**src/uart_spi_pkg.sv**
```systemverilog
// Constants shared by the command-driven serial port and its baud divider.
// Assumes the includer imports it whole; no clocks or resets live here.
package uart_spi_pkg;
  // ==========================================================
  // Command framing
  localparam int SPI_BITS = 16;
  localparam int CMD_BITS = 8;
  localparam int CMD_REG_BIT = 4;
  localparam int CMD_WR_BIT = 3;
  // ==========================================================
  // Register addresses
  localparam logic [2:0] ADDR_STATUS = 3'h0;
  localparam logic [2:0] ADDR_CTRL1 = 3'h1;
  localparam logic [2:0] ADDR_CTRL2 = 3'h2;
  localparam logic [2:0] ADDR_BAUD = 3'h3;
  localparam logic [2:0] ADDR_CTRL3 = 3'h4;
  // ==========================================================
  // Control field positions
  localparam int C1_EN = 7;
  localparam int C1_BNO = 6;
  localparam int C1_PREN = 5;
  localparam int C1_PRT = 4;
  localparam int C1_STOPS = 3;
  localparam int C1_TXBRK = 2;
  localparam int C1_RX8 = 1;
  localparam int C1_TX8 = 0;
  localparam int C2_TRANSMIT_ENABLE = 7;
  localparam int C2_RECEIVE_ENABLE = 6;
  localparam int C2_RIE = 2;
  localparam int C2_TIIE = 1;
  localparam int C2_TEIE = 0;
  localparam int C3_URST = 7;
  // ==========================================================
  // Reset values
  localparam logic [7:0] STATUS_RESET = 8'h0b;
  localparam logic [7:0] CTRL1_RESET = 8'h00;
  localparam logic [7:0] CTRL2_RESET = 8'h00;
  localparam logic [7:0] BAUD_RESET = 8'h00;
  localparam logic [7:0] CTRL3_RESET = 8'h00;
  // ==========================================================
  // Bit timing: last oversample tick of a bit, mid-bit sample point, data bits per word
  localparam logic [3:0] OVS_LAST = 4'hf;
  localparam logic [3:0] OVS_MID = 4'h7;
  localparam logic [3:0] BITS_STD = 4'h8;
  localparam logic [3:0] BITS_LONG = 4'h9;
endpackage

```
**src/baud_tick_gen.sv**
```systemverilog
// Oversample tick source: one pulse every divisor+1 system clocks.
// Assumes divisor comes from a register on the same clock.
`timescale 1ns/1ps
module baud_tick_gen (
  input wire logic i_clk_sys, // System clock
  input wire logic i_rst, // Sync reset, high
  input wire logic i_run, // Count while high
  input wire logic [7:0] i_divisor, // Clocks per tick minus one
  output logic o_tick // One-cycle tick
);
  import uart_spi_pkg::*;
  logic [7:0] cnt_r, cnt_nxt;
  logic tick_r, tick_nxt;
  // ==========================================================
  // Divider; a divisor change takes effect at once, compared against the running count
  always_comb begin
    cnt_nxt = cnt_r + 8'h01;
    tick_nxt = 1'b0;
    if (!i_run) begin
      cnt_nxt = 8'h00;
    end else if (cnt_r >= i_divisor) begin
      cnt_nxt = 8'h00;
      tick_nxt = 1'b1;
    end
  end
  always_ff @(posedge i_clk_sys) begin
    if (i_rst) begin
      cnt_r <= 8'h00;
      tick_r <= 1'b0;
    end else begin
      cnt_r <= cnt_nxt;
      tick_r <= tick_nxt;
    end
  end
  assign o_tick = tick_r;
endmodule

```
**src/spi_attached_uart_module.sv**
```systemverilog
// Serial port reached through a 16-bit command/data slave serial link.
// Assumes link pins and RX come from outside the clock domain.
// Contract
// - Select must stay low; early rise discards
// - Command byte then data byte each way
// - Input sampled on serial clock rise
// - Output changes on serial clock fall
// - Select high: link idle, output released
// - Write executes after 16 bits, select high
// - Read executes after command; abort anytime
// - TX drives only when enabled globally too
// - RX listens only when enabled globally too
// - Holding byte moves to shifter, LSB first
// - Receive shifter LSB first, full moves out
// - One shared data register both ways
// - Eight or nine bits; overrun, framing errors
// - Command decode: class, direction, address
// - Status 0, controls 1,2,4, divisor 3
// - Status read-only, resets to 0x0b
// - Parity flag set, cleared by read sequence
// - Own interrupt for receive or transmit
`timescale 1ns/1ps
module spi_attached_uart_module (
  input wire logic i_clk_sys, // System clock
  input wire logic i_rst, // Sync reset, high
  input wire logic i_slave_select_n, // Link select, low
  input wire logic i_sck, // Link clock
  input wire logic i_serial_in_line, // Link data in
  output logic o_serial_out_line, // Link data out
  output logic o_serial_out_oe_n, // Link out enable, low
  input wire logic i_rx, // Serial receive pin
  output logic o_tx, // Serial transmit pin
  output logic o_tx_oe_n, // Transmit enable, low
  output logic o_irq // Interrupt, high
);
  import uart_spi_pkg::*;
  typedef enum {TX_IDLE, TX_START, TX_DATA, TX_PAR, TX_STOP} tx_state_t;
  typedef enum {RX_IDLE, RX_START, RX_DATA, RX_PAR, RX_STOP} rx_state_t;

  // ==========================================================
  // Command decode helpers
  function automatic logic cmd_is_read(input logic [7:0] c);
    cmd_is_read = (c[7:5] == 3'h0) && !c[CMD_WR_BIT];
  endfunction
  function automatic logic cmd_is_write(input logic [7:0] c);
    cmd_is_write = (c[7:5] == 3'h0) && c[CMD_WR_BIT];
  endfunction

  // ==========================================================
  // Input synchronisers: select, clock, data, rx
  logic [3:0] sync1_r, sync2_r;
  logic sck_d_r;
  logic s_scs_n, s_sck, s_sdi, s_rx, sck_rise, sck_fall;
  always_ff @(posedge i_clk_sys) begin
    if (i_rst) begin
      sync1_r <= 4'hf;
      sync2_r <= 4'hf;
      sck_d_r <= 1'b1;
    end else begin
      sync1_r <= {i_rx, i_serial_in_line, i_sck, i_slave_select_n};
      sync2_r <= sync1_r;
      sck_d_r <= sync2_r[1];
    end
  end
  assign s_scs_n = sync2_r[0];
  assign s_sck = sync2_r[1];
  assign s_sdi = sync2_r[2];
  assign s_rx = sync2_r[3];
  assign sck_rise = s_sck && !sck_d_r;
  assign sck_fall = !s_sck && sck_d_r;

  // ==========================================================
  // Register file state
  logic [7:0] ctrl1_r, ctrl1_nxt, ctrl2_r, ctrl2_nxt, baud_r, baud_nxt;
  logic [7:0] ctrl3_r, ctrl3_nxt, data_r, data_nxt;
  logic rx8_r, rx8_nxt, armed_r, armed_nxt, irq_r, irq_nxt;
  logic parity_error_flag_r, parity_error_flag_nxt, nf_r, ferr_r, ferr_nxt, oerr_r, oerr_nxt;
  logic rxif_r, rxif_nxt, txif_r, txif_nxt;
  logic tidle, ridle, urst, tx_en, rx_en, tick, tx_load, rx_done;
  logic rx_ferr, rx_parity_error_flag_r, rx_parity_error_flag_nxt;
  logic [8:0] rx_shift_r, rx_shift_nxt;
  assign urst = ctrl3_r[C3_URST];
  assign tx_en = ctrl1_r[C1_EN] && ctrl2_r[C2_TRANSMIT_ENABLE] && !urst;
  assign rx_en = ctrl1_r[C1_EN] && ctrl2_r[C2_RECEIVE_ENABLE] && !urst;
  assign nf_r = 1'b0;

  // ==========================================================
  // Link shifter: sample on rise, drive on fall
  logic [4:0] bit_cnt_r, bit_cnt_nxt;
  logic [15:0] shin_r, shin_nxt;
  logic [7:0] shout_r, shout_nxt, rd_cmd, rd_val;
  logic sdo_r, sdo_nxt, sdo_oe_n_r, sdo_oe_n_nxt, rd_exec, wr_exec;
  assign rd_cmd = {shin_r[6:0], s_sdi};
  // Read value mux; reserved space reads zero
  always_comb begin
    case (rd_cmd[2:0])
      ADDR_STATUS: rd_val = {parity_error_flag_r, nf_r, ferr_r, oerr_r, ridle, rxif_r, tidle, txif_r};
      ADDR_CTRL1: rd_val = {ctrl1_r[7:2], rx8_r, ctrl1_r[C1_TX8]};
      ADDR_CTRL2: rd_val = ctrl2_r;
      ADDR_BAUD: rd_val = baud_r;
      ADDR_CTRL3: rd_val = ctrl3_r;
      default: rd_val = 8'h00;
    endcase
    if (!rd_cmd[CMD_REG_BIT]) begin
      rd_val = data_r;
    end
  end
  always_comb begin
    bit_cnt_nxt = bit_cnt_r;
    shin_nxt = shin_r;
    shout_nxt = shout_r;
    sdo_nxt = sdo_r;
    sdo_oe_n_nxt = 1'b0;
    rd_exec = 1'b0;
    wr_exec = 1'b0;
    if (s_scs_n) begin
      bit_cnt_nxt = 5'h00;
      sdo_oe_n_nxt = 1'b1;
      sdo_nxt = 1'b0;
      // Only a complete write frame executes; abort leaves count short
      if (bit_cnt_r == 5'(SPI_BITS) && cmd_is_write(shin_r[15:8])) begin
        wr_exec = 1'b1;
      end
    end else begin
      if (sck_rise && bit_cnt_r < 5'(SPI_BITS)) begin
        shin_nxt = {shin_r[14:0], s_sdi};
        bit_cnt_nxt = bit_cnt_r + 5'h01;
        if (bit_cnt_r == 5'(CMD_BITS - 1) && cmd_is_read(rd_cmd)) begin
          rd_exec = 1'b1;
          shout_nxt = rd_val;
        end
      end
      if (sck_fall && bit_cnt_r >= 5'(CMD_BITS) && bit_cnt_r < 5'(SPI_BITS)) begin
        sdo_nxt = shout_r[7];
        shout_nxt = {shout_r[6:0], 1'b0};
      end
    end
  end
  always_ff @(posedge i_clk_sys) begin
    if (i_rst) begin
      bit_cnt_r <= 5'h00;
      shin_r <= 16'h0000;
      shout_r <= 8'h00;
      sdo_r <= 1'b0;
      sdo_oe_n_r <= 1'b1;
    end else begin
      bit_cnt_r <= bit_cnt_nxt;
      shin_r <= shin_nxt;
      shout_r <= shout_nxt;
      sdo_r <= sdo_nxt;
      sdo_oe_n_r <= sdo_oe_n_nxt;
    end
  end
  assign o_serial_out_line = sdo_r;
  assign o_serial_out_oe_n = sdo_oe_n_r;

  // ==========================================================
  // Registers and flags; a hardware set beats a software clear
  logic wr_reg, wr_dat, rd_dat, clr_rx;
  assign wr_reg = wr_exec && shin_r[8 + CMD_REG_BIT];
  assign wr_dat = wr_exec && !shin_r[8 + CMD_REG_BIT];
  assign rd_dat = rd_exec && !rd_cmd[CMD_REG_BIT];
  assign clr_rx = armed_r && (wr_dat || rd_dat);
  always_comb begin
    ctrl1_nxt = ctrl1_r;
    ctrl2_nxt = ctrl2_r;
    baud_nxt = baud_r;
    ctrl3_nxt = ctrl3_r;
    data_nxt = data_r;
    rx8_nxt = rx8_r;
    armed_nxt = armed_r;
    parity_error_flag_nxt = parity_error_flag_r;
    ferr_nxt = ferr_r;
    oerr_nxt = oerr_r;
    rxif_nxt = rxif_r;
    txif_nxt = txif_r;
    if (wr_reg) begin
      case (shin_r[10:8])
        ADDR_CTRL1: ctrl1_nxt = {shin_r[7:2], 1'b0, shin_r[C1_TX8]};
        ADDR_CTRL2: ctrl2_nxt = shin_r[7:0];
        ADDR_BAUD: baud_nxt = shin_r[7:0];
        ADDR_CTRL3: ctrl3_nxt = {shin_r[C3_URST], 7'h00};
        default: ; // Status and reserved writes dropped
      endcase
    end
    if (rd_exec && rd_cmd[CMD_REG_BIT] && rd_cmd[2:0] == ADDR_STATUS) begin
      armed_nxt = 1'b1;
    end
    if (clr_rx) begin
      armed_nxt = 1'b0;
      parity_error_flag_nxt = 1'b0;
      ferr_nxt = 1'b0;
      oerr_nxt = 1'b0;
      rxif_nxt = 1'b0;
    end
    if (wr_dat) begin
      data_nxt = shin_r[7:0];
      txif_nxt = 1'b0;
    end
    if (tx_load || !tx_en) begin
      txif_nxt = 1'b1;
    end
    if (rx_done) begin
      if (rxif_r && !clr_rx) begin
        oerr_nxt = 1'b1;
      end else begin
        data_nxt = ctrl1_r[C1_BNO] ? rx_shift_r[7:0] : rx_shift_r[8:1];
        rx8_nxt = ctrl1_r[C1_BNO] && rx_shift_r[8];
        rxif_nxt = 1'b1;
        ferr_nxt = rx_ferr;
        parity_error_flag_nxt = rx_parity_error_flag_r && ctrl1_r[C1_PREN];
      end
    end
    if (urst) begin
      {parity_error_flag_nxt, ferr_nxt, oerr_nxt, rxif_nxt, armed_nxt} = 5'h00;
    end
    irq_nxt = (ctrl2_r[C2_RIE] && rxif_r) || (ctrl2_r[C2_TIIE] && tidle) ||
              (ctrl2_r[C2_TEIE] && txif_r);
  end
  always_ff @(posedge i_clk_sys) begin
    if (i_rst) begin
      ctrl1_r <= CTRL1_RESET;
      ctrl2_r <= CTRL2_RESET;
      baud_r <= BAUD_RESET;
      ctrl3_r <= CTRL3_RESET;
      data_r <= 8'h00;
      rx8_r <= 1'b0;
      armed_r <= 1'b0;
      irq_r <= 1'b0;
      parity_error_flag_r <= STATUS_RESET[7];
      ferr_r <= STATUS_RESET[5];
      oerr_r <= STATUS_RESET[4];
      rxif_r <= STATUS_RESET[2];
      txif_r <= STATUS_RESET[0];
    end else begin
      ctrl1_r <= ctrl1_nxt;
      ctrl2_r <= ctrl2_nxt;
      baud_r <= baud_nxt;
      ctrl3_r <= ctrl3_nxt;
      data_r <= data_nxt;
      rx8_r <= rx8_nxt;
      armed_r <= armed_nxt;
      irq_r <= irq_nxt;
      parity_error_flag_r <= parity_error_flag_nxt;
      ferr_r <= ferr_nxt;
      oerr_r <= oerr_nxt;
      rxif_r <= rxif_nxt;
      txif_r <= txif_nxt;
    end
  end
  assign o_irq = irq_r;

  baud_tick_gen u_baud (
    .i_clk_sys(i_clk_sys),
    .i_rst(i_rst),
    .i_run(ctrl1_r[C1_EN]),
    .i_divisor(baud_r),
    .o_tick(tick)
  );

  // ==========================================================
  // Transmitter; parity is an extra bit after the data
  tx_state_t tx_st_r, tx_st_nxt;
  logic [8:0] tx_sh_r, tx_sh_nxt;
  logic [3:0] tx_bit_r, tx_bit_nxt, tx_ovs_r, tx_ovs_nxt, nbits;
  logic tx_par_r, tx_par_nxt, tx_line_r, tx_line_nxt, tx_oe_n_r;
  assign nbits = ctrl1_r[C1_BNO] ? BITS_LONG : BITS_STD;
  assign tidle = (tx_st_r == TX_IDLE) && txif_r;
  always_comb begin
    tx_st_nxt = tx_st_r;
    tx_sh_nxt = tx_sh_r;
    tx_bit_nxt = tx_bit_r;
    tx_ovs_nxt = tx_ovs_r;
    tx_par_nxt = tx_par_r;
    tx_load = 1'b0;
    if (tick) begin
      tx_ovs_nxt = tx_ovs_r + 4'h1;
    end
    case (tx_st_r)
      TX_IDLE: begin
        tx_ovs_nxt = 4'h0;
        if (tx_en && !txif_r) begin
          tx_load = 1'b1;
          tx_sh_nxt = {ctrl1_r[C1_TX8] && ctrl1_r[C1_BNO], data_r};
          tx_par_nxt = ^{ctrl1_r[C1_TX8] && ctrl1_r[C1_BNO], data_r};
          tx_bit_nxt = 4'h0;
          tx_st_nxt = TX_START;
        end
      end
      TX_START: if (tick && tx_ovs_r == OVS_LAST) tx_st_nxt = TX_DATA;
      TX_DATA: begin
        if (tick && tx_ovs_r == OVS_LAST) begin
          tx_sh_nxt = {1'b0, tx_sh_r[8:1]};
          tx_bit_nxt = tx_bit_r + 4'h1;
          if (tx_bit_r == nbits - 4'h1) begin
            tx_bit_nxt = 4'h0;
            tx_st_nxt = ctrl1_r[C1_PREN] ? TX_PAR : TX_STOP;
          end
        end
      end
      TX_PAR: if (tick && tx_ovs_r == OVS_LAST) tx_st_nxt = TX_STOP;
      TX_STOP: begin
        if (tick && tx_ovs_r == OVS_LAST) begin
          tx_bit_nxt = 4'h1;
          if (!ctrl1_r[C1_STOPS] || tx_bit_r != 4'h0) tx_st_nxt = TX_IDLE;
        end
      end
      default: tx_st_nxt = TX_IDLE;
    endcase
    if (!tx_en) tx_st_nxt = TX_IDLE;
    case (tx_st_r)
      TX_START: tx_line_nxt = 1'b0;
      TX_DATA: tx_line_nxt = tx_sh_r[0];
      TX_PAR: tx_line_nxt = tx_par_r ^ ctrl1_r[C1_PRT];
      default: tx_line_nxt = 1'b1;
    endcase
    if (ctrl1_r[C1_TXBRK]) tx_line_nxt = 1'b0;
  end
  always_ff @(posedge i_clk_sys) begin
    if (i_rst) begin
      tx_st_r <= TX_IDLE;
      tx_sh_r <= 9'h000;
      tx_bit_r <= 4'h0;
      tx_ovs_r <= 4'h0;
      tx_par_r <= 1'b0;
      tx_line_r <= 1'b1;
      tx_oe_n_r <= 1'b1;
    end else begin
      tx_st_r <= tx_st_nxt;
      tx_sh_r <= tx_sh_nxt;
      tx_bit_r <= tx_bit_nxt;
      tx_ovs_r <= tx_ovs_nxt;
      tx_par_r <= tx_par_nxt;
      tx_line_r <= tx_line_nxt;
      tx_oe_n_r <= !tx_en;
    end
  end
  assign o_tx = tx_line_r;
  assign o_tx_oe_n = tx_oe_n_r;

  // ==========================================================
  // Receiver: mid-bit sampling at the oversample rate
  rx_state_t rx_st_r, rx_st_nxt;
  logic [3:0] rx_bit_r, rx_bit_nxt, rx_ovs_r, rx_ovs_nxt;
  logic rx_par_r, rx_par_nxt, rx_line, rx_smp;
  assign rx_line = rx_en ? s_rx : 1'b1;
  assign rx_smp = tick && rx_ovs_r == OVS_LAST;
  assign ridle = rx_st_r == RX_IDLE;
  assign rx_ferr = !rx_line;
  always_comb begin
    rx_st_nxt = rx_st_r;
    rx_shift_nxt = rx_shift_r;
    rx_bit_nxt = rx_bit_r;
    rx_ovs_nxt = tick ? rx_ovs_r + 4'h1 : rx_ovs_r;
    rx_par_nxt = rx_par_r;
    rx_parity_error_flag_nxt = rx_parity_error_flag_r;
    rx_done = 1'b0;
    case (rx_st_r)
      RX_IDLE: begin
        rx_ovs_nxt = 4'h0;
        if (!rx_line) rx_st_nxt = RX_START;
      end
      RX_START: begin
        // A start bit gone by mid-bit is a glitch, not a frame
        if (tick && rx_ovs_r == OVS_MID) begin
          rx_ovs_nxt = 4'h0;
          rx_bit_nxt = 4'h0;
          rx_par_nxt = 1'b0;
          rx_st_nxt = rx_line ? RX_IDLE : RX_DATA;
        end
      end
      RX_DATA: begin
        if (rx_smp) begin
          rx_shift_nxt = {rx_line, rx_shift_r[8:1]};
          rx_par_nxt = rx_par_r ^ rx_line;
          rx_bit_nxt = rx_bit_r + 4'h1;
          if (rx_bit_r == nbits - 4'h1) rx_st_nxt = ctrl1_r[C1_PREN] ? RX_PAR : RX_STOP;
        end
      end
      RX_PAR: begin
        if (rx_smp) begin
          rx_parity_error_flag_nxt = rx_par_r ^ rx_line ^ ctrl1_r[C1_PRT];
          rx_st_nxt = RX_STOP;
        end
      end
      RX_STOP: begin
        if (rx_smp) begin
          rx_done = 1'b1;
          rx_st_nxt = RX_IDLE;
        end
      end
      default: rx_st_nxt = RX_IDLE;
    endcase
    if (rx_st_r == RX_IDLE) rx_parity_error_flag_nxt = 1'b0;
    if (!rx_en) rx_st_nxt = RX_IDLE;
  end
  always_ff @(posedge i_clk_sys) begin
    if (i_rst) begin
      rx_st_r <= RX_IDLE;
      rx_shift_r <= 9'h000;
      rx_bit_r <= 4'h0;
      rx_ovs_r <= 4'h0;
      rx_par_r <= 1'b0;
      rx_parity_error_flag_r <= 1'b0;
    end else begin
      rx_st_r <= rx_st_nxt;
      rx_shift_r <= rx_shift_nxt;
      rx_bit_r <= rx_bit_nxt;
      rx_ovs_r <= rx_ovs_nxt;
      rx_par_r <= rx_par_nxt;
      rx_parity_error_flag_r <= rx_parity_error_flag_nxt;
    end
  end

  // ==========================================================
  // Checks
  // Judged on the registers themselves, so a broken execute gate shows up
  property p_abort_discard;
    @(posedge i_clk_sys) disable iff (i_rst)
      $rose(s_scs_n) && bit_cnt_r != 5'(SPI_BITS) |=>
        $stable(ctrl1_r) && $stable(ctrl2_r) && $stable(baud_r) && $stable(ctrl3_r);
  endproperty
  a_abort_discard: assert property (p_abort_discard) else $error("short frame executed");
  property p_sdo_release;
    @(posedge i_clk_sys) disable iff (i_rst) s_scs_n |=> o_serial_out_oe_n;
  endproperty
  a_sdo_release: assert property (p_sdo_release) else $error("link out not released");
  property p_sdo_on_fall;
    @(posedge i_clk_sys) disable iff (i_rst)
      $changed(o_serial_out_line) |-> $past(sck_fall) || $past(s_scs_n);
  endproperty
  a_sdo_on_fall: assert property (p_sdo_on_fall) else $error("link out moved off fall");
  property p_sample_on_rise;
    @(posedge i_clk_sys) disable iff (i_rst)
      !s_scs_n && sck_rise && bit_cnt_r < 5'(SPI_BITS) |=> shin_r[0] == $past(s_sdi);
  endproperty
  a_sample_on_rise: assert property (p_sample_on_rise) else $error("input not sampled");
  property p_read_exec;
    @(posedge i_clk_sys) disable iff (i_rst) rd_exec |=> bit_cnt_r == 5'(CMD_BITS);
  endproperty
  a_read_exec: assert property (p_read_exec) else $error("read began at wrong bit");
  property p_tx_release;
    @(posedge i_clk_sys) disable iff (i_rst) !ctrl1_r[C1_EN] |=> o_tx_oe_n;
  endproperty
  a_tx_release: assert property (p_tx_release) else $error("tx driven while off");
  property p_rx_move;
    @(posedge i_clk_sys) disable iff (i_rst)
      rx_done && !rxif_r && !urst |=> rxif_r && !ridle == 1'b0;
  endproperty
  a_rx_move: assert property (p_rx_move) else $error("receive not transferred");
  property p_tx_start;
    @(posedge i_clk_sys) disable iff (i_rst)
      tx_load && !ctrl1_r[C1_TXBRK] |=> txif_r ##[1:300] !o_tx;
  endproperty
  a_tx_start: assert property (p_tx_start) else $error("no start bit after load");
  property p_parity_error_flag_cause;
    @(posedge i_clk_sys) disable iff (i_rst) $rose(parity_error_flag_r) |-> $past(ctrl1_r[C1_PREN]);
  endproperty
  a_parity_error_flag_cause: assert property (p_parity_error_flag_cause) else $error("parity flag without parity");
endmodule

```
**config.mk**
```make
export PLATFORM = sky130hd
export DESIGN_NAME = spi_attached_uart_module
export DESIGN_NICKNAME = d
export VERILOG_FILES = /design/src/uart_spi_pkg.sv /design/src/baud_tick_gen.sv /design/src/spi_attached_uart_module.sv
export SDC_FILE = /design/constraint.sdc
export NUM_CORES = 1
export LEC_CHECK = 0
export ABC_AREA = 1
export BUFFER_PORTS_ARGS = -buffer_cell sky130_fd_sc_hd__buf_2
export CAP_MARGIN = 20
export CORE_ASPECT_RATIO = 0.75
export CORE_MARGIN = 4
export CORE_UTILIZATION = 57
export CTS_CLUSTER_DIAMETER = 200
export DETAILED_ROUTE_END_ITERATION = 8
export PLACE_DENSITY = 0.73
export SETUP_SLACK_MARGIN = 0.5
export SYNTH_ARGS = -nofsm -noshare
export SYNTH_HDL_FRONTEND = slang
export SYNTH_HIERARCHICAL = 1
export SYNTH_SLANG_ARGS = --single-unit
```
**constraint.sdc**
```tcl
create_clock -name i_clk_sys -period 1.8 [get_ports i_clk_sys]
set_input_delay 0.18 -clock i_clk_sys [delete_from_list [all_inputs] [get_ports i_clk_sys]]
set_output_delay 0.18 -clock i_clk_sys [all_outputs]
set_load 0.01 [all_outputs]
```
==> impl_metrics.py, run 1 <==
metrics = {
    "status": {
        "status": "finished clean",
    },
    "logic_synthesis": {
        "syn_area_per_cell_um2": 7.09,
        "mappedNetlistArea_um2": 6410,
        "yosysTopAreaCellShare_pct": 41.8,
        "ys_seq_area_share_pct": 41.8,
        "synth_edf_count": 0,
        "synth_fp_nets": 927,
        "synth_top_cells_by_area": "dfxtp_1 (42%), nand2_1 (11%), o21ai_0 (8.4%)",
        "synth.distinct_cells": 47,
        "yosysMostFrequentCell": "nand2_1",
        "synth_commonest_cells": "nand2_1 (186), dfxtp_1 (134), inv_1 (118)",
        "synth_flop_cell": "dfxtp_1",
        "synthArstFlopShare_pct": 0,
        "synth_area_leader_cell": "dfxtp_1",
        "synthCells": 905,
        "synth-seq-cells": 134,
        "yosysWarnings": 6,
    },
    "setup_path": {
        "endpoint_kind": "flop",
        "reg2reg_slack_ns": 0.11,
        "worstPathMaxFanout": 8,
        "crit_slowest_cell": "dfxtp_2",
        "crit_chain": "inv_2 -> ha_4 -> nand2_4 -> nor2_4 -> nand4_1 -> buf_6 -> nor2_4 -> nand2_4 -> o21ai_1 -> a21oi_2",
        "critPathArrivalTime_ns": 2.00,
        "crit_buf_inv": 2,
        "slowest_delay_ns": 0.33,
        "critPathLaunchType": "flop",
        "cp.required_ns": 2.11,
        "crit-reg2reg-launch": "bit_cnt_r[1]",
        "critical_path_class": "flop to flop",
        "critical_path.top_delay_family": "simple AND/OR/NAND/NOR gates",
        "r2r-end": "ctrl2_r[7]",
        "ff2ff_path_depth": 10,
    },
    "power_and_ir_drop": {
        "powerDensity_nw_per_um2": 732,
        "vdd_drop_max_uv": 849,
        "p_leak_uw": 0.00355,
        "finalPower_uw": 6590,
    },
    "drt": {
        "dr.pass1.iters": 6,
        "wl_per_cell_um": 16.9,
        "first_iter_violations": 668,
        "vias_per_cell": 5.77,
        "ant_nets": 0,
        "drt-total-wl_mm": 19.5,
        "vias": 6666,
        "drcViolationCount": 0,
    },
    "clock_network": {
        "cts_buffer_depth": 2,
        "cts_tree": "yes",
        "cts_num_sinks": 134,
        "clk_pin_slew_ns": 0.06,
        "clock-root-buffer": "clkbuf_16",
        "clk_latency_ns": 0.43,
        "htreeDepth": 4,
        "numCtsBuffers": 17,
    },
    "place": {
        "port_buffers": 10,
        "dp_hpwl_mm": 11.3,
        "gp_congestion": 0.948,
        "dp_cells": 1051,
    },
    "global_route": {
        "antenna_found_initial": 0,
        "grt_pass1_wl_mm": 30.3,
        "grt_pass1_vias": 6223,
        "grtUsageTotal_pct": 28.9,
        "overflow": 0,
        "grt_max_degree": 54,
    },
    "timing": {
        "rsz0062_at_grt": "yes",
        "relSlewSlack_pct": 59.2,
        "tightest_slew_ns": 0.612,
        "finClkSkew_ns": 0.0118,
        "fin_setup_tns_ns": 0,
        "fin_crit_sh_pct": 94.1,
        "max_freq_mhz": 590,
        "finalHoldViolations": 0,
        "setup_viol": 0,
        "post-route-min-period_ns": 1.69,
        "slew_viol_final": 0,
        "holdWs_ns": 0.142,
    },
    "cells_and_area": {
        "final_layout_size_suffix_gt1_share_pct": 38.5,
        "antenna_cells": 0,
        "num-fill-cells": 636,
        "layout.nets": 1024,
        "area_growth_syn_to_layout_pct": 40.4,
        "instances_no_fill": 1155,
    },
    "floorplanning": {
        "num_io_pins": 11,
        "die_height_um": 99.9,
        "core-area_um2": 10900,
        "row_count": 33,
        "die_w_um": 130,
        "die_area_um2": 13000,
        "initial_core_util_pct": 58.6,
    },
    "run": {
        "cap_violations": 0,
    },
    "min_path": {
        "hold_path.class": "input port to flop",
        "hold_depth": 2,
        "min_to": "shout_r[0]",
        "holdCritStartpoint": "i_rst",
    },
}
how the worst max path moves through the flow:
stage          depth (start not counted)         end         start  slack (ns)
6_report                              10  ctrl2_r[7]  bit_cnt_r[1]        0.11
3_5_place_dp                           9  ctrl2_r[1]  bit_cnt_r[0]        0.07
3_3_place_gp                           9  ctrl2_r[5]  bit_cnt_r[1]        0.15
2_1_floorplan                         12   data_r[0]  bit_cnt_r[1]        0.27
4_1_cts                               10  ctrl1_r[3]  bit_cnt_r[1]        0.17
5_1_grt                                9  ctrl1_r[6]    shin_r[11]        0.03
layer usage:
layer / GRT usage [%] / routed length (um)
met4: 9.49 / 397
met3: 6.65 / 1680
met1: 40.2 / 8350
met5: 0 / 0
met2: 44.6 / 9090
flip-flops by register name (all words and copies together) (netlist names), 3 cells and up:
register / count
sync2_r: 4
ctrl2_r: 8
rx_bit_r: 4
tx_ovs_r: 4
tx_sh_r: 9
rx_ovs_r: 4
shout_r: 8
tx_st_r: 3
shin_r: 16
ctrl1_r: 7
rx_shift_r: 9
data_r: 8
sync1_r: 4
baud_r: 8
u_baud/cnt_r: 8
bit_cnt_r: 5
rx_st_r: 3
tx_bit_r: 4
placed cells by master (no fill, tap or decap), types with 21 or more instances in the layout:
cell,n
buf_6,23
dfxtp_1,91
inv_2,21
nand2_1,157
dfxtp_2,35
a21oi_2,31
o21ai_0,53
nor2_1,57
nand3_1,22
o21ai_2,32
o21ai_1,21
a21oi_1,61
buf_4,58
nand2_2,21
inv_1,97
layout make-up:
class | instances | area, um^2 | area share (%)
inverters | 125 | 488 | 5.42
flip-flops and latches | 134 | 2760 | 30.6
clock inverters | 14 | 149 | 1.65
multi-input cells | 621 | 4070 | 45.2
well taps | 140 | 175 | 1.95
repair buffers | 103 | 932 | 10.4
clock buffers | 18 | 429 | 4.77
metrics by stage:
stage	util, %	instance area, um^2	setup WS [ns]
floorplan	-	6620	0.266
global route	82.3	9000	0.0285
finish	82.3	9000	0.106
CTS	76.4	8360	0.173
global placement	62.8	6870	0.146
detailed placement	62.8	6870	0.0700
report_power, final:
part           switching (uW)  internal [uW]  leakage (uW)  total [uW]
registers                10.5           2970       0.00110        2980
logic                     100           55.6       0.00217         156
clock network            1410           2050      0.000274        3460
total                    1520           5070       0.00355        6590
kinds of logic after synthesis:
kind of cell               share of synthesized area [%]
buffers and inverters                               9.44
and+or+nand+nor                                     25.3
xor gates and xnor gates                            2.05
DFF                                                 41.8
adders and majority gates                           3.12
AOI/OAI and AO/OA                                   18.3
what timing repair did:
| item | CTS | global route |
|---|---|---|
| cloned | 6 | 1 |
| buffers inserted | 37 | 24 |
| hold buffers | 4 | 0 |
| resized for setup | 166 | 131 |
| pin swaps | 39 | 44 |
| endpoints found under the hold margin | 4 | 0 |
| setup endpoints to repair | 101 | 112 |
Note: power is estimated with default switching activity, not from simulation.
==> inputs of run 2 (changes only) <==
--- a/config.mk
+++ b/config.mk
@@ -5,7 +5,6 @@
 export SDC_FILE = /design/constraint.sdc
 export NUM_CORES = 1
 export LEC_CHECK = 0
-export ABC_AREA = 1
 export BUFFER_PORTS_ARGS = -buffer_cell sky130_fd_sc_hd__buf_2
 export CAP_MARGIN = 20
 export CORE_ASPECT_RATIO = 0.75
==> impl_metrics.py, run 2 <==
metrics = {
    "drt": {
        "vias_per_cell": 6.24,
        "dr.pass1.iters": 5,
        "drt-total-wl_mm": 19.5,
        "wl_per_cell_um": 20.3,
        "drcViolationCount": 0,
        "ant_nets": 0,
        "first_iter_violations": 611,
        "vias": 5987,
    },
    "setup_path": {
        "startpoint": "bit_cnt_r[2]",
        "critPathArrivalTime_ns": 2.12,
        "worstPathMaxFanout": 8,
        "reg2reg_slack_ns": -0.03,
        "crit_cells": 6,
        "endpoint_kind": "flop",
        "slowest_delay_ns": 0.36,
        "crit-reg2reg-launch": "bit_cnt_r[2]",
        "critical_path_class": "flop to flop",
        "crit_slowest_cell": "dfxtp_4",
        "ff2ff_path_depth": 6,
        "worstSetupEndpoint": "ctrl2_r[6]",
        "cp.required_ns": 2.09,
        "r2r-end": "ctrl2_r[6]",
        "critPathLaunchType": "flop",
        "crit_buf_inv": 1,
        "critical_path.top_delay_family": "simple AND/OR/NAND/NOR gates",
        "crit_chain": "nor4b_4 -> and4b_2 -> nand4b_1 -> buf_12 -> mux2i_1 -> nor2_1",
    },
    "min_path": {
        "hold_path.class": "input port to flop",
        "holdCritStartpoint": "i_rst",
        "hold_depth": 3,
    },
    "timing": {
        "setup_viol": 3,
        "layout_setup_ws_ns": -0.0304,
        "relSlewSlack_pct": 63.4,
        "rsz0062_at_grt": "yes",
        "fin_crit_sh_pct": 102,
        "holdWs_ns": 0.293,
        "max_freq_mhz": 546,
        "tightest_slew_ns": 0.549,
        "finClkSkew_ns": 0.00863,
        "slew_viol_final": 0,
        "finalHoldViolations": 0,
        "post-route-min-period_ns": 1.83,
    },
    "clock_network": {
        "cts_buffer_depth": 2,
        "clk_latency_ns": 0.42,
        "clock-root-buffer": "clkbuf_16",
        "cts_num_sinks": 134,
        "cts_tree": "yes",
        "htreeDepth": 4,
        "clk_pin_slew_ns": 0.06,
        "numCtsBuffers": 17,
    },
    "logic_synthesis": {
        "synthCells": 711,
        "synth_top_cells_by_area": "dfxtp_1 (42%), mux2i_1 (7.0%), nor2_1 (5.9%)",
        "synth-seq-cells": 134,
        "synth.distinct_cells": 76,
        "synth_area_leader_cell": "dfxtp_1",
        "yosysTopAreaCellShare_pct": 41.8,
        "synth_commonest_cells": "dfxtp_1 (134), nor2_1 (100), nand2_1 (78)",
        "synth_flop_cell": "dfxtp_1",
        "yosysMostFrequentCell": "dfxtp_1",
        "ys_seq_area_share_pct": 41.8,
        "synth_edf_count": 0,
        "yosysWarnings": 6,
        "synthArstFlopShare_pct": 0,
        "synth_fp_nets": 733,
        "mappedNetlistArea_um2": 6420,
        "syn_area_per_cell_um2": 9.02,
    },
    "place": {
        "gp_congestion": 0.946,
        "dp_cells": 872,
        "dp_hpwl_mm": 10.7,
        "port_buffers": 10,
    },
    "global_route": {
        "grt_pass1_vias": 5571,
        "antenna_found_initial": 0,
        "grtUsageTotal_pct": 28.2,
        "grt_max_degree": 103,
        "grt_pass1_wl_mm": 28.9,
        "overflow": 0,
    },
    "cells_and_area": {
        "instances_no_fill": 960,
        "area_growth_syn_to_layout_pct": 38.5,
        "final_common_cell": "dfxtp_1",
        "regMostFlops": "shin_r",
        "layout.nets": 830,
        "final_layout_size_suffix_gt1_share_pct": 41.0,
        "reg_top3": "shin_r (16), rx_shift_r (9), tx_sh_r (9)",
        "largest_reg_flops": 16,
        "num-fill-cells": 664,
        "antenna_cells": 0,
        "layout_common_cells": "dfxtp_1 (95), nor2_1 (86), buf_4 (68), nand2_1 (67), mux2i_1 (44)",
    },
    "floorplanning": {
        "core-area_um2": 11000,
        "initial_core_util_pct": 58.4,
        "die_area_um2": 13000,
        "die_w_um": 131,
        "row_count": 33,
        "die_height_um": 99.9,
        "num_io_pins": 11,
    },
    "power_and_ir_drop": {
        "seqPwrFrac_pct": 46.6,
        "p_sw_uw": 1350,
        "power_switching_share_pct": 21.3,
        "powerDensity_nw_per_um2": 716,
        "p_leak_uw": 0.00334,
        "pwr-share-clk_pct": 51.8,
        "p_int_uw": 5010,
        "vdd_drop_max_uv": 680,
        "power.share.combinational_pct": 1.6,
    },
    "run": {
        "cap_violations": 0,
    },
    "status": {
        "violations": "setup timing",
        "status": "complete, but fails checks",
    },
}
==> run 2: changes by cell type after synthesis, sizes merged, moves of 7 or more <==
| cell | before | now |
|---|---|---|
| mux2i | 0 | 45 |
| mux2 | 0 | 11 |
| nand2 | 194 | 78 |
| inv | 123 | 20 |
| a211oi | 2 | 16 |
| clkbuf | 20 | 34 |
| o21ai | 111 | 8 |
| nor2 | 87 | 100 |
| a21oi | 93 | 38 |
| xnor2 | 5 | 16 |
| nand3 | 40 | 11 |
| nor2b | 0 | 8 |
| a311oi | 0 | 7 |
| nor3 | 12 | 19 |
==> run 2: power groups by stage <==
stage / logic, uW / clock network (uW) / registers, uW
6_report: 101 / 3290 / 2970
5_1_grt: 107 / 3450 / 2970
4_1_cts: 92.8 / 3300 / 2970
3_5_place_dp: 80.7 / 0 / 3050
3_3_place_gp: 79.5 / 0 / 3050
2_1_floorplan: 61.2 / 0 / 3040
==> run 2: worst min-delay path by stage <==
stage,end,slack (ns)
after floorplan,sync1_r[0],0.28
after detailed placement,sync1_r[2],0.37
final,rx_bit_r[1],0.29
after global placement,sync1_r[2],0.36
after global routing,ctrl3_r[7],0.34
after CTS,ctrl1_r[7],0.30
==> run 2: cell type report <==
type | instances | area (um^2) | share of cell area, %
inverter | 20 | 75.1 | 0.845
multi-input combinational | 516 | 4190 | 47.1
tap | 140 | 175 | 1.97
clock buffer | 20 | 437 | 4.91
clock inverter | 11 | 110 | 1.24
sequential | 134 | 2770 | 31.1
timing repair buffer | 119 | 1130 | 12.8
==> run 2: worst reg2reg max path: stages, from the launching register on <==
cell and delay [ns]:
dfxtp_4 0.36, nor4b_4 0.35, and4b_2 0.36, nand4b_1 0.18
buf_12 0.20, mux2i_1 0.19, nor2_1 0.07
==> run 2: kinds of logic (layout without fill, tap and decap cells) <==
family / Yosys count / after routing / synth area share (%)
flops: 134 / 134 / 41.8
buf+inv: 64 / 170 / 4.15
simple gates: 284 / 286 / 22.4
fa+ha+maj: 16 / 16 / 3.12
mux: 61 / 61 / 10.7
compound gates: 123 / 124 / 13.7
xor+xnor: 29 / 29 / 4.17
==> run 2: through the flow <==
step | utilization (%) | area [um^2] | total power, uW | setup slack, ns | setup TNS (ns)
floorplan | - | 6810 | 3100 | -0.124 | -0.128
global placement | 65.3 | 7170 | 3130 | -0.000119 | -0.000119
detailed placement | 65.3 | 7170 | 3130 | -0.0364 | -0.140
CTS | 76.2 | 8370 | 6360 | 0.0361 | 0
global route | 80.9 | 8880 | 6520 | -0.0919 | -0.893
finish | 80.9 | 8880 | 6360 | -0.0304 | -0.0490
==> run 2: layer usage <==
metal  wire [um]  vias to the layer above  share of wire (%)  GRT usage [%]
met5           0                        -                  0              0
met4         529                        0                2.7           9.64
met3        1490                       57                7.7           6.33
met1        8040                     2932                 41           38.1
li1            -                     2723                  -              -
met2        9430                      275                 48           44.8
==> run 2: what timing repair did <==
action                                  in CTS  in global routing
resized for setup                           82                 92
hold buffers                                 4                  0
cloned                                       4                  2
pin swaps                                   43                 57
buffers inserted                            34                 13
endpoints found under the hold margin        4                  0
endpoints found under the setup margin     111                114
==> inputs of run 3 (changes only) <==
--- a/config.mk
+++ b/config.mk
@@ -13,6 +13,7 @@
 export CTS_CLUSTER_DIAMETER = 200
 export DETAILED_ROUTE_END_ITERATION = 8
 export PLACE_DENSITY = 0.73
+export REMOVE_ABC_BUFFERS = 1
 export SETUP_SLACK_MARGIN = 0.5
 export SYNTH_ARGS = -nofsm -noshare
 export SYNTH_HDL_FRONTEND = slang
==> constraint.sdc (replaced) <==
create_clock -name i_clk_sys -period 2.04 [get_ports i_clk_sys]
set_input_delay 0.204 -clock i_clk_sys [delete_from_list [all_inputs] [get_ports i_clk_sys]]
set_output_delay 0.204 -clock i_clk_sys [all_outputs]
set_load 0.01 [all_outputs]
==> impl_metrics.py, run 3 (synthesis results as in run 2) <==
metrics = {
    "clock_network": {
        "clk_latency_ns": 0.41,
        "cts_num_sinks": 134,
        "clock-root-buffer": "clkbuf_16",
        "htreeDepth": 4,
        "cts_buffer_depth": 2,
        "cts_tree": "yes",
        "clk_pin_slew_ns": 0.06,
        "numCtsBuffers": 17,
    },
    "timing": {
        "finClkSkew_ns": 0.00883,
        "slew_viol_final": 0,
        "finalHoldViolations": 0,
        "fin_crit_sh_pct": 88.8,
        "tightest_slew_ns": 0.616,
        "setup_viol": 0,
        "max_freq_mhz": 552,
        "rsz0062_at_grt": "yes",
        "fin_setup_tns_ns": 0,
        "post-route-min-period_ns": 1.81,
        "relSlewSlack_pct": 58.9,
    },
    "floorplanning": {
        "die_area_um2": 13000,
        "die_height_um": 99.9,
        "core-area_um2": 11000,
        "row_count": 33,
        "num_io_pins": 11,
        "initial_core_util_pct": 58.4,
        "die_w_um": 131,
    },
    "cells_and_area": {
        "largest_reg_flops": 16,
        "layout.nets": 828,
        "instances_no_fill": 958,
        "final_layout_size_suffix_gt1_share_pct": 37.3,
        "reg_top3": "shin_r (16), rx_shift_r (9), tx_sh_r (9)",
        "final_common_cell": "dfxtp_1",
        "num-fill-cells": 668,
        "regMostFlops": "shin_r",
        "final_util_pct": 77.4,
        "area_growth_syn_to_layout_pct": 32.5,
        "layout_common_cells": "dfxtp_1 (102), nor2_1 (88), buf_4 (84), nand2_1 (73), mux2i_1 (44)",
        "antenna_cells": 0,
    },
    "min_path": {
        "holdCritStartpoint": "i_rst",
        "hold_path.class": "input port to flop",
        "hold_depth": 4,
        "min_to": "rx_st_r[1]",
    },
    "global_route": {
        "overflow": 0,
        "grt_pass1_vias": 5527,
        "antenna_found_initial": 0,
        "grt_max_degree": 103,
        "grtUsageTotal_pct": 27.5,
        "grt_pass1_wl_mm": 28.1,
    },
    "drt": {
        "drcViolationCount": 0,
        "vias_per_cell": 6.03,
        "vias": 5781,
        "dr.pass1.iters": 5,
        "ant_nets": 0,
        "first_iter_violations": 604,
        "drt-total-wl_mm": 18.1,
        "wl_per_cell_um": 18.9,
    },
    "place": {
        "dp_hpwl_mm": 10.7,
        "dp_cells": 863,
        "gp_congestion": 0.933,
        "port_buffers": 10,
    },
    "power_and_ir_drop": {
        "powerDensity_nw_per_um2": 657,
        "vdd_drop_max_uv": 556,
        "p_leak_uw": 0.00318,
    },
    "setup_path": {
        "cp.required_ns": 2.38,
        "worstPathMaxFanout": 2,
        "ff2ff_path_depth": 4,
        "r2r-end": "tx_bit_r[3]",
        "endpoint_kind": "flop",
        "critPathArrivalTime_ns": 2.16,
        "critPathLaunchType": "flop",
        "startpoint": "tx_st_r[2]",
        "critical_path_class": "flop to flop",
        "reg2reg_slack_ns": 0.23,
        "crit-reg2reg-launch": "tx_st_r[2]",
    },
    "run": {
        "cap_violations": 0,
    },
    "status": {
        "status": "finished clean",
    },
}
==> run 3: cell count changes in the layout (fill, tap and decap cells not counted), moves of 6 or more <==
cell     before  now
nand2_1      67   73
xnor2_1      10   16
buf_4        68   84
buf_12        8    1
buf_6        25   17
dfxtp_1      95  102
xnor2_2       6    0
==> run 3: worst max-delay path, stage by stage, from the launching register on <==
cell	delay [ns]
dfxtp_4	0.34
or3b_4	0.40
or3_4	0.34
or4_1	0.50
a31oi_1	0.16
==> run 3: what timing repair did <==
item,CTS,global route
setup endpoints to repair,85,99
pin swaps,60,43
cloned,4,0
setup buffers,39,17
hold endpoints to repair,4,0
gates resized for setup,128,53
hold buffers,4,0
==> run 3: power by group <==
part | switching (uW) | internal (uW) | total (uW)
clock | 1150 | 1730 | 2880
combinational | 49.6 | 34.4 | 84.0
sequential | 9.06 | 2610 | 2620
total | 1210 | 4370 | 5590
==> run 3: worst max path at each step <==
stage                        to  slack (ns)  cells past startpoint
CTS                  ctrl1_r[3]        0.30                      9
global route          data_r[1]        0.13                      7
detailed placement       ferr_r        0.07                      6
global placement         ferr_r        0.14                      6
finish              tx_bit_r[3]        0.23                      4
floorplan              rx_par_r       -0.30                      4
==> run 3: stage by stage <==
stage	hold slack [ns]	total power (uW)	worst slack, ns	instance area, um^2
floorplan	0.273	2710	-0.301	6220
global placement	0.385	2760	0.135	6810
detailed placement	0.389	2760	0.0691	6810
CTS	0.244	5630	0.303	8200
global route	0.278	5750	0.134	8500
finish	0.275	5590	0.228	8500
==> run 3: area by class of cell <==
type,count,area [um^2],share of cell area (%)
repair buffers,118,951,11.2
well taps,140,175,2.06
inverters,20,77.6,0.912
clock buffers,19,453,5.33
flip-flops and latches,134,2750,32.4
multi-input cells,515,3990,46.9
clock inverters,12,104,1.22
==> run 3: per-layer routing <==
| metal | vias up | global-route usage [%] | wire (um) |
|---|---|---|---|
| met5 | - | 0 | 0 |
| met4 | 0 | 7.43 | 316 |
| met3 | 37 | 7.71 | 1450 |
| met2 | 235 | 42.1 | 8560 |
| met1 | 2802 | 38.3 | 7730 |
| li1 | 2707 | - | - |
